## src/lsf_pkg.sv

```systemverilog
// What this block does
// - Bit 5 of the status flags follows the synchronised fail-safe pin level.
// - Bit 4 reads 1 after memory programming completes, 0 before or during.
// - Bit 3 reads 1 while supply is below the ADC threshold, else 0.
// - Bit 2 is set when an ADC conversion result becomes available.
// - Reading the general ADC result register clears the conversion-done flag.
// - Bit 1 reads 1 after an on-demand diagnostics run finishes, else 0.
// - Bit 0 shows the memory CRC check result, 1 for failure.
// - Supply ADC result has its own read-only 8-bit register.
// - General ADC result has its own read-only register resetting to zero.
// - Low diagnostic register bit n flags an on-demand fault on channel n.
// - High diagnostic register bits 3..0 flag channels 11..8; bits 7..4 zero.
// - A channel fault bit covers open, short and single-LED short faults.
// - CRC reference resets to B3h, or 09h on the alternate silicon version.
// - Programming starts only in programming mode; its end sets the done flag.
package lsf_pkg;
    localparam int ADDR_W = 12;
    localparam int DATA_W = 32;
    localparam int CH_NUM = 12;
    localparam int CH_LO = 8;
    // Printed offsets are register indices; byte address is four times the index
    localparam logic [7:0] IDX_FLAGS_B = 8'h71;
    localparam logic [7:0] IDX_SUPPLY_ADC = 8'h72;
    localparam logic [7:0] IDX_ADC_RESULT = 8'h73;
    localparam logic [7:0] IDX_DIAG_LO = 8'h74;
    localparam logic [7:0] IDX_DIAG_HI = 8'h75;
    localparam logic [7:0] IDX_CRC_REF = 8'h77;
    localparam logic [7:0] IDX_IRQ_STATUS = 8'h80;
    localparam logic [7:0] IDX_IRQ_CLEAR = 8'h81;
    localparam logic [7:0] IDX_IRQ_ENABLE = 8'h82;
    // Status flag bit positions
    localparam int BIT_FAILSAFE = 5;
    localparam int BIT_PROG_DONE = 4;
    localparam int BIT_SUPPLY_LOW = 3;
    localparam int BIT_CONV_DONE = 2;
    localparam int BIT_DIAG_DONE = 1;
    localparam int BIT_CRC_FAIL = 0;
    // Interrupt layout
    localparam int IRQ_W = 5;
    localparam int IRQ_CONV = 0;
    localparam int IRQ_DIAG = 1;
    localparam int IRQ_PROG = 2;
    localparam int IRQ_SUPPLY = 3;
    localparam int IRQ_CRC = 4;
    // Reset values
    localparam logic [7:0] RST_CRC_REF = 8'hB3;
    localparam logic [7:0] RST_CRC_REF_ALT = 8'h09;
    localparam logic [7:0] RST_ADC = 8'h00;
    localparam logic [IRQ_W-1:0] RST_IRQ = 5'h00;

    function automatic logic [ADDR_W-1:0] reg_addr(input logic [7:0] idx);
        return {2'b00, idx, 2'b00};
    endfunction
endpackage

```

## src/lsf_status_flags.sv

```systemverilog
// Our own choice: the APB interface to the registers.
`timescale 1ns/1ps
`default_nettype none
module lsf_status_flags
    import lsf_pkg::*;
#(
    parameter bit ALT_SILICON = 1'b0
) (
    input wire logic pclk,
    input wire logic presetn,
    input wire logic psel,
    input wire logic penable,
    input wire logic pwrite,
    input wire logic [ADDR_W-1:0] paddr,
    input wire logic [DATA_W-1:0] pwdata,
    input wire logic [3:0] pstrb,
    output logic [DATA_W-1:0] prdata,
    output logic pready,
    output logic pslverr,
    input wire logic failsafe_input_pin,
    input wire logic nvm_program_mode,
    input wire logic nvm_program_start,
    input wire logic nvm_program_complete,
    input wire logic supply_below_threshold,
    input wire logic supply_adc_valid,
    input wire logic [7:0] supply_adc_data,
    input wire logic adc_conv_valid,
    input wire logic [7:0] adc_conv_data,
    input wire logic diag_start,
    input wire logic diag_finish,
    input wire logic [CH_NUM-1:0] diag_open,
    input wire logic [CH_NUM-1:0] diag_short,
    input wire logic [CH_NUM-1:0] diag_single_short,
    input wire logic crc_check_valid,
    input wire logic crc_check_fail,
    input wire logic crc_ref_load,
    input wire logic [7:0] crc_ref_data,
    output logic irq
);
    localparam logic [7:0] CRC_REF_INIT = ALT_SILICON ? RST_CRC_REF_ALT : RST_CRC_REF;

    logic failsafe_meta_q, failsafe_sync_q;
    logic prog_busy_q, prog_busy_d, prog_done_q, prog_done_d;
    logic supply_low_q, supply_low_d;
    logic conv_done_q, conv_done_d;
    logic diag_done_q, diag_done_d;
    logic crc_fail_q, crc_fail_d;
    logic [7:0] supply_adc_q, supply_adc_d;
    logic [7:0] adc_result_q, adc_result_d;
    logic [CH_NUM-1:0] diag_fault_q, diag_fault_d;
    logic [7:0] crc_ref_q, crc_ref_d;
    logic [IRQ_W-1:0] irq_status_q, irq_status_d, irq_en_q, irq_en_d, irq_evt;
    logic irq_q, irq_d;
    logic [DATA_W-1:0] prdata_q, prdata_d;
    logic pready_q, pready_d, pslverr_q, pslverr_d;
    logic access, fire, rd_fire, wr_fire, adc_read_clear, prog_accept;
    logic [7:0] flags_b;
    logic [DATA_W-1:0] rd_mux;
    logic rd_hit;

    // Fail-safe pin comes from outside, two flops before use
    always_ff @(posedge pclk or negedge presetn) begin
        if (!presetn) begin
            failsafe_meta_q <= 1'b0;
            failsafe_sync_q <= 1'b0;
        end else begin
            failsafe_meta_q <= failsafe_input_pin;
            failsafe_sync_q <= failsafe_meta_q;
        end
    end

    // APB: one wait state, so the read mux is registered
    assign access = psel && penable;
    assign fire = access && pready_q;
    assign rd_fire = fire && !pwrite;
    assign wr_fire = fire && pwrite;
    assign adc_read_clear = rd_fire && (paddr == reg_addr(IDX_ADC_RESULT));
    assign prog_accept = nvm_program_start && nvm_program_mode;

    always_comb begin
        flags_b = 8'h00;
        flags_b[BIT_FAILSAFE] = failsafe_sync_q;
        flags_b[BIT_PROG_DONE] = prog_done_q;
        flags_b[BIT_SUPPLY_LOW] = supply_low_q;
        flags_b[BIT_CONV_DONE] = conv_done_q;
        flags_b[BIT_DIAG_DONE] = diag_done_q;
        flags_b[BIT_CRC_FAIL] = crc_fail_q;
    end

    always_comb begin
        rd_mux = '0;
        rd_hit = 1'b1;
        unique case (paddr)
            reg_addr(IDX_FLAGS_B): rd_mux[7:0] = flags_b;
            reg_addr(IDX_SUPPLY_ADC): rd_mux[7:0] = supply_adc_q;
            reg_addr(IDX_ADC_RESULT): rd_mux[7:0] = adc_result_q;
            reg_addr(IDX_DIAG_LO): rd_mux[7:0] = diag_fault_q[CH_LO-1:0];
            reg_addr(IDX_DIAG_HI): rd_mux[3:0] = diag_fault_q[CH_NUM-1:CH_LO];
            reg_addr(IDX_CRC_REF): rd_mux[7:0] = crc_ref_q;
            reg_addr(IDX_IRQ_STATUS): rd_mux[IRQ_W-1:0] = irq_status_q;
            reg_addr(IDX_IRQ_CLEAR): rd_mux = '0;
            reg_addr(IDX_IRQ_ENABLE): rd_mux[IRQ_W-1:0] = irq_en_q;
            default: rd_hit = 1'b0;
        endcase
    end

    always_comb begin
        pready_d = access && !pready_q;
        prdata_d = '0;
        pslverr_d = 1'b0;
        if (access && !pready_q) begin
            prdata_d = pwrite ? '0 : rd_mux;
            pslverr_d = !rd_hit;
        end
    end

    always_ff @(posedge pclk or negedge presetn) begin
        if (!presetn) begin
            pready_q <= 1'b0;
            prdata_q <= '0;
            pslverr_q <= 1'b0;
        end else begin
            pready_q <= pready_d;
            prdata_q <= prdata_d;
            pslverr_q <= pslverr_d;
        end
    end

    // Flag bank: hardware events and the ADC result read move it; bus writes never reach it
    always_comb begin
        prog_busy_d = prog_busy_q;
        prog_done_d = prog_done_q;
        if (prog_accept && !prog_busy_q) begin
            prog_busy_d = 1'b1;
            prog_done_d = 1'b0;
        end
        if (nvm_program_complete && prog_busy_q) begin
            prog_busy_d = 1'b0;
            prog_done_d = 1'b1;
        end
        supply_low_d = supply_below_threshold;
        supply_adc_d = supply_adc_valid ? supply_adc_data : supply_adc_q;
        adc_result_d = adc_conv_valid ? adc_conv_data : adc_result_q;
        // A new result in the clearing read's cycle keeps the flag set
        conv_done_d = adc_conv_valid || (conv_done_q && !adc_read_clear);
        diag_done_d = diag_done_q;
        diag_fault_d = diag_fault_q;
        if (diag_start) begin
            diag_done_d = 1'b0;
            diag_fault_d = '0;
        end
        if (diag_finish) begin
            diag_done_d = 1'b1;
            diag_fault_d = diag_open | diag_short | diag_single_short;
        end
        crc_fail_d = crc_check_valid ? crc_check_fail : crc_fail_q;
        crc_ref_d = crc_ref_load ? crc_ref_data : crc_ref_q;
    end

    always_ff @(posedge pclk or negedge presetn) begin
        if (!presetn) begin
            prog_busy_q <= 1'b0;
            prog_done_q <= 1'b0;
            supply_low_q <= 1'b0;
            supply_adc_q <= RST_ADC;
            adc_result_q <= RST_ADC;
            conv_done_q <= 1'b0;
            diag_done_q <= 1'b0;
            diag_fault_q <= '0;
            crc_fail_q <= 1'b0;
            crc_ref_q <= CRC_REF_INIT;
        end else begin
            prog_busy_q <= prog_busy_d;
            prog_done_q <= prog_done_d;
            supply_low_q <= supply_low_d;
            supply_adc_q <= supply_adc_d;
            adc_result_q <= adc_result_d;
            conv_done_q <= conv_done_d;
            diag_done_q <= diag_done_d;
            diag_fault_q <= diag_fault_d;
            crc_fail_q <= crc_fail_d;
            crc_ref_q <= crc_ref_d;
        end
    end

    // Interrupts: sticky status, write-one-to-clear, set beats clear
    always_comb begin
        irq_evt = '0;
        irq_evt[IRQ_CONV] = conv_done_d && !conv_done_q;
        irq_evt[IRQ_DIAG] = diag_done_d && !diag_done_q;
        irq_evt[IRQ_PROG] = prog_done_d && !prog_done_q;
        irq_evt[IRQ_SUPPLY] = supply_low_d && !supply_low_q;
        irq_evt[IRQ_CRC] = crc_fail_d && !crc_fail_q;
        irq_status_d = irq_status_q;
        irq_en_d = irq_en_q;
        if (wr_fire && pstrb[0] && paddr == reg_addr(IDX_IRQ_CLEAR)) begin
            irq_status_d = irq_status_q & ~pwdata[IRQ_W-1:0];
        end
        if (wr_fire && pstrb[0] && paddr == reg_addr(IDX_IRQ_ENABLE)) begin
            irq_en_d = pwdata[IRQ_W-1:0];
        end
        irq_status_d = irq_status_d | irq_evt;
        irq_d = |(irq_status_q & irq_en_q);
    end

    always_ff @(posedge pclk or negedge presetn) begin
        if (!presetn) begin
            irq_status_q <= RST_IRQ;
            irq_en_q <= RST_IRQ;
            irq_q <= 1'b0;
        end else begin
            irq_status_q <= irq_status_d;
            irq_en_q <= irq_en_d;
            irq_q <= irq_d;
        end
    end

    assign prdata = prdata_q;
    assign pready = pready_q;
    assign pslverr = pslverr_q;
    assign irq = irq_q;

    logic [CH_NUM-1:0] diag_any;
    logic [CH_NUM-CH_LO-1:0] diag_hi_now;
    logic [IRQ_W-1:0] clr_bits;
    logic irq_pending;
    assign diag_any = diag_open | diag_short | diag_single_short;
    assign diag_hi_now = diag_fault_q[CH_NUM-1:CH_LO];
    assign clr_bits = pwdata[IRQ_W-1:0];
    assign irq_pending = |(irq_status_q & irq_en_q);

    logic wr_bank;
    assign wr_bank = wr_fire && paddr >= reg_addr(IDX_FLAGS_B) && paddr <= reg_addr(IDX_CRC_REF);
endmodule
`default_nettype wire

```

## config.mk

```make
export PLATFORM = sky130hd
export DESIGN_NAME = lsf_status_flags
export DESIGN_NICKNAME = d
export VERILOG_FILES = /design/src/lsf_pkg.sv /design/src/lsf_status_flags.sv
export SDC_FILE = /design/constraint.sdc
export NUM_CORES = 1
export LEC_CHECK = 0
export ABC_AREA = 1
export BUFFER_PORTS_ARGS = -buffer_cell sky130_fd_sc_hd__buf_2
export CAP_MARGIN = 0
export CORE_UTILIZATION = 38
export CTS_CLUSTER_DIAMETER = 80
export CTS_CLUSTER_SIZE = 40
export DETAILED_ROUTE_END_ITERATION = 10
export PLACE_DENSITY_LB_ADDON = 0.12
export SLEW_MARGIN = 10
export SYNTH_ARGS = -nofsm -noshare
export SYNTH_HDL_FRONTEND = slang
export SYNTH_SLANG_ARGS = --single-unit
```

## constraint.sdc

```tcl
create_clock -name pclk -period 2.25 [get_ports pclk]
set_input_delay 0.1125 -clock pclk [delete_from_list [all_inputs] [get_ports pclk]]
set_output_delay 0.1125 -clock pclk [all_outputs]
set_load 0.01 [all_outputs]
```

# Word-level counts from Yosys, hierarchy flattened
# Cells that the tools add are included.
[op_classes] n_eq_ne=9 muxes=17 bitwise_logic=6 reduce_logical=33
[op_table] cell="== test 12 x 9 -> 1 bit (second input constant)" n=6
[op_table] cell="== test 12 x 10 -> 1 bit (second input constant)" n=3
[op_table] cell="case mux 4 bit (8 select lines)" n=1
[op_table] cell="two-way mux 12 bit" n=2
[op_table] cell="bitwise OR 12 bit" n=2
[op_table] cell="logical AND 1 bit" n=18
[op_table] cell="two-way mux 8 bit" n=2
[op_table] cell="case mux 3 bit (5 select lines)" n=1
[op_table] cell="AND 5 bit" n=2
[op_table] cell="logical NOT 1 bit" n=10
[op_table] cell="two-way mux 1 bit" n=9
[op_table] cell="OR reduction 9 bit" n=1
[op_table] cell="case mux 1 bit (7 select lines)" n=1
[op_table] cell="two-way mux 5 bit" n=1
[op_table] cell="inverter 5 bit" n=1
[op_table] cell="bitwise OR 5 bit" n=1
[op_table] cell="OR reduction 5 bit" n=1
[op_table] cell="nonzero test 2 bit" n=2
[op_table] cell="logical OR 1 bit" n=1
[totals] ff_bits=89 output_inout_bits=35 input_bits=125 word_cells=83

# Longest topological paths before layout
[logic_depth] depth_word=9 mapped_depth=11 depth_no_buf=10

# Worst setup path after synthesis
# Ideal clock, no wire load.
[synth_path] kind="register to register" from="reg pready_q (netlist: pready)" to="reg prdata_q[4] (netlist: prdata[4])" arrival_time_ns=1.080 setup_ns=0.062 t_required_ns=2.188 n_path_buf=0 stages_incl_launch_ff=8 path_slack_ns=1.107 synth_period_minus_slack_ns=1.143 cell_sequence="dfrtp_1 > inv_1 > nand3_1 > nor2_1 > nand2_1 > nand2_1 > nand2_1 > inv_1"
[synth_between] elab_chain_len=3
[synth_rtl] element="start, declared" line_no="lsf_status_flags.sv:55" source="logic pready_q, pready_d, pslverr_q, pslverr_d;"
[synth_rtl] element="start signal, assigned" line_no="lsf_status_flags.sv:123" source="pready_q <= pready_d;"
[synth_rtl] element="logical NOT 1 bit" line_no="lsf_status_flags.sv:111" source="if (access && !pready_q) begin"
[synth_rtl] element="logical AND 1 bit" line_no="lsf_status_flags.sv:111"
[synth_rtl] element="two-way mux 8 bit" line_no="lsf_status_flags.sv:111"
[synth_rtl] element="via prdata_d[4]" line_no="lsf_status_flags.sv:54" source="logic [DATA_W-1:0] prdata_q, prdata_d;"
[synth_rtl] element="end signal, assigned" line_no="lsf_status_flags.sv:124" source="prdata_q <= prdata_d;"
[synth_rtl] element="end, declared" line_no="lsf_status_flags.sv:54"
# The timed path passes the listed nets, and every way through them passes these cells.
# A chain may end at the register's enable or synchronous reset.

# Final worst setup path
[layout_path] from="reg pready_q (netlist: pready)" to="reg irq_status_q[0]"
[layout_between] elab_chain_len=8 elab_cells_between_ends=12 cone_classes="mux (1); bitwise (1); reduce/logical (10)"
[layout_rtl] element="logical AND 1 bit *" line_no="lsf_status_flags.sv:74" source="assign fire = access && pready_q;"
[layout_rtl] element="logical AND 1 bit" line_no="lsf_status_flags.sv:75" source="assign rd_fire = fire && !pwrite;"
[layout_rtl] element="logical AND 1 bit" line_no="lsf_status_flags.sv:77" source="assign adc_read_clear = rd_fire && (paddr == reg_addr(IDX_ADC_RESULT));"
[layout_rtl] element="logical NOT 1 bit" line_no="lsf_status_flags.sv:145" source="conv_done_d = adc_conv_valid || (conv_done_q && !adc_read_clear);"
[layout_rtl] element="logical AND 1 bit" line_no="lsf_status_flags.sv:145"
[layout_rtl] element="logical OR 1 bit" line_no="lsf_status_flags.sv:145"
[layout_rtl] element="logical AND 1 bit" line_no="lsf_status_flags.sv:189" source="irq_evt[IRQ_CONV] = conv_done_d && !conv_done_q;"
[layout_rtl] element="bitwise OR 5 bit *" line_no="lsf_status_flags.sv:202" source="irq_status_d = irq_status_d | irq_evt;"
[layout_rtl] element="via irq_status_d[0]" line_no="lsf_status_flags.sv:52" source="logic [IRQ_W-1:0] irq_status_q, irq_status_d, irq_en_q, irq_en_d, irq_evt;"
[layout_rtl] element="end signal, assigned" line_no="lsf_status_flags.sv:212" source="irq_status_q <= irq_status_d;"
[layout_rtl] element="end, declared" line_no="lsf_status_flags.sv:52"
# The timed path passes the listed nets; every way through them passes the cells marked *.

==> impl_metrics.json <==
{
  "outcome": "complete, but fails checks",
  "min_period_over_period_pct": 61.1,
  "grt_overflow": 0,
  "worst_pin_slew_ns": 0.637,
  "multi_input_area_mm2": 0.00153,
  "max_freq_ghz": 0.727,
  "cts_hold_buffers": 22,
  "clk_pin_slew_ns": 0.08,
  "die_area_mm2": 0.00961,
  "synth_top_family_by_area": "simple AND/OR/NAND/NOR gates",
  "drv_cap": 0,
  "start_kind": "flip-flop",
  "final_nets": 686,
  "clk_path_buf_depth": 2,
  "hold_depth": 3,
  "p_leak_uw": 0.00231,
  "drt_iter0_markers": 134,
  "rsz0062_at_grt": "no",
  "syn_to_final_growth_pct": 27.3,
  "first_global_vias": 2968,
  "root_buffer": "clkbuf_8",
  "antenna_found_initial": 0,
  "routed_wl_mm": 8.89,
  "whs_endpoint": "crc_fail_q",
  "die_h_um": 98.0,
  "drc": 10,
  "cp-end-kind": "flip-flop",
  "synthSimpleGateAreaFrac_pct": 30.9,
  "regArea_mm2": 0.00163,
  "synthXorXnorAreaFrac_pct": 0,
  "ios": 160,
  "slew_headroom_pct": 57.5,
  "grt_pass1_wl_mm": 14.6,
  "netlist_instances": 431,
  "reg2regPathDepth": 5,
  "ir_drop_uv": 253,
  "cts_resized": 0,
  "die_w_um": 98.0,
  "place_congestion": 0.857,
  "final_period_minus_worst_setup_slack_ns": 1.37,
  "hold_class": "in2reg",
  "critical_path_class": "reg2reg",
  "insertion_delay_ns": 0.35,
  "drive_gt1_share_pct": 30.6,
  "tritoncts": "done",
  "slowest_stage": "dfrtp_1",
  "layout_common_cells": "105 x buf_2, 92 x nand2_1, 60 x dfrtp_1",
  "coreArea_mm2": 0.00881,
  "slowest_delay_ns": 0.36,
  "vias": 3180,
  "dpl.cell_count": 636,
  "start_util_pct": 39.8,
  "hold_violations": 0,
  "ys_ff_latch": 65,
  "r2r_end": "irq_status_q[0]",
  "n_antenna_cell": 0,
  "cts.sinks": 65,
  "synthesis.area_mm2": 0.00350,
  "cts_htree_levels": 3,
  "crit_family": "simple AND/OR/NAND/NOR gates",
  "nFillCells": 903,
  "synth-compound-area-share_pct": 7.35,
  "finalSetupTns_ns": 0,
  "avgSynthCellArea_um2": 8.13,
  "avgRoutedWirePerCell_um": 13.2,
  "cp_max_fo": 5,
  "port_buffers": 105,
  "path_cells": "nand3_1 -> nor2_1 -> nand3_1 -> o21ai_1 -> o21ai_1",
  "worst_ep_arrival_time_ns": 1.60,
  "rows": 34,
  "clock_skew_ns": 0.0116,
  "cts_buffers": 9,
  "synthAdderAreaFrac_pct": 0,
  "regToRegStartpoint": "pready",
  "failed_checks": "design-rule violations",
  "r2r_slack_ns": 0.88,
  "synth-seq-area-share_pct": 46.6,
  "grt_max_degree": 66,
  "post_cts_buffers": 0,
  "drtAntennaViolNets": 0,
  "mostFrequentLayoutCell": "buf_2",
  "slew_viol_final": 0,
  "cp.buffers_inverters": 0,
  "post_drt_via_cell_ratio": 4.72,
  "hp-start": "crc_check_fail",
  "setup_violations": 0,
  "worstPathRequired_ns": 2.47,
  "yosysWarningCount": 0,
  "yosys-mux-area-fraction_pct": 2.89,
  "fin_cells": 674,
  "drt-pass1-iter-count": 7,
  "synth_cell_types": 28,
  "grt_usage_pct": 19.5,
  "place_hpwl_mm": 6.58,
  "fin_util_pct": 50.7,
  "powerDensity_mw_per_mm2": 586
}
-- power breakdown --
group	internal, uW	total [uW]	switching [uW]
logic	145	329	184
clock network	509	998	489
registers	1250	1290	39.9
total	1900	2610	713
-- logic make-up (layout without fill, tap and decap cells) --
group / count (synthesis) / in the layout
buf+inv: 82 / 194
simple gates: 226 / 226
other cells: 1 / 24
mux: 9 / 9
compound gates: 48 / 48
flops: 65 / 65
-- tightest hold or removal path, delay by kind of cell --
kind / cells / cell delay [ns]
buf+inv: 1 / 0.07
compound gates: 1 / 0.07
simple gates: 1 / 0.05
-- cell type report --
cell class                 count  area share, %
timing repair buffer         131           17.7
tap                          108           3.03
sequential                    65           36.6
multi-input combinational    307           34.4
clock inverter                 7           1.60
inverter                      47           3.96
clock buffer                   9           2.78
-- routing by layer --
layer | up-vias | share of wire, % | track usage, %
li1 | 1613 | - | -
met1 | 1433 | 47 | 27.7
met2 | 125 | 45 | 30.3
met3 | 9 | 6.4 | 2.93
met4 | 0 | 1.1 | 6.41
met5 | - | 0 | 0
-- sequential cells by signal (all words and copies together) (netlist names), 5 cells and up --
register      count
adc_result_q      8
irq_status_q      5
crc_ref_q         8
diag_fault_q     12
supply_adc_q      8
irq_en_q          5
prdata            8
-- cell usage after synthesis --
cell,number,area [um^2]
a221oi_1,1,8.76
buf_2,1,5.00
buf_4,25,188
buf_6,3,33.8
clkbuf_1,6,22.5
conb_1,1,3.75
dfrtp_1,60,1500
dfstp_2,5,131
inv_1,40,150
inv_2,7,26.3
mux2_2,9,101
nand2_1,92,345
nand2_2,6,37.5
nand2_4,2,22.5
nand3_1,50,250
nand3_2,1,10.0
nand3b_4,1,20.0
nand4_1,12,75.1
nor2_1,33,124
nor2_2,11,68.8
nor2_4,4,45.0
nor2_8,1,20.0
nor3_1,13,65.1
o21ai_0,24,120
o21ai_1,16,80.1
o21ai_2,1,8.76
o22ai_1,4,25.0
o31ai_1,2,15.0
-- per-stage QoR --
step / setup WS [ns] / hold WS, ns / power [uW] / cell area [um^2]
6_report: 0.875 / 0.00634 / 2610 / 4460
4_1_cts: 0.857 / 0.00815 / 2630 / 4460
3_5_place_dp: 0.772 / 0.158 / 1610 / 4050
2_1_floorplan: 1.11 / -0.183 / 1480 / 3590
5_1_grt: 0.778 / 0.0105 / 2740 / 4460
3_3_place_gp: 0.776 / 0.162 / 1600 / 4050
-- worst max path at each step --
stage,to,start,slack (ns),cells after the start
after floorplan,prdata[4],pready,1.11,7
after global placement,prdata[1],paddr[1],0.78,10
after detailed placement,prdata[1],paddr[1],0.77,10
after CTS,irq_status_q[0],pready,0.86,5
after global routing,irq_status_q[0],pready,0.78,5
final,irq_status_q[0],pready,0.88,5
Note: power is estimated with default switching activity, not from simulation.
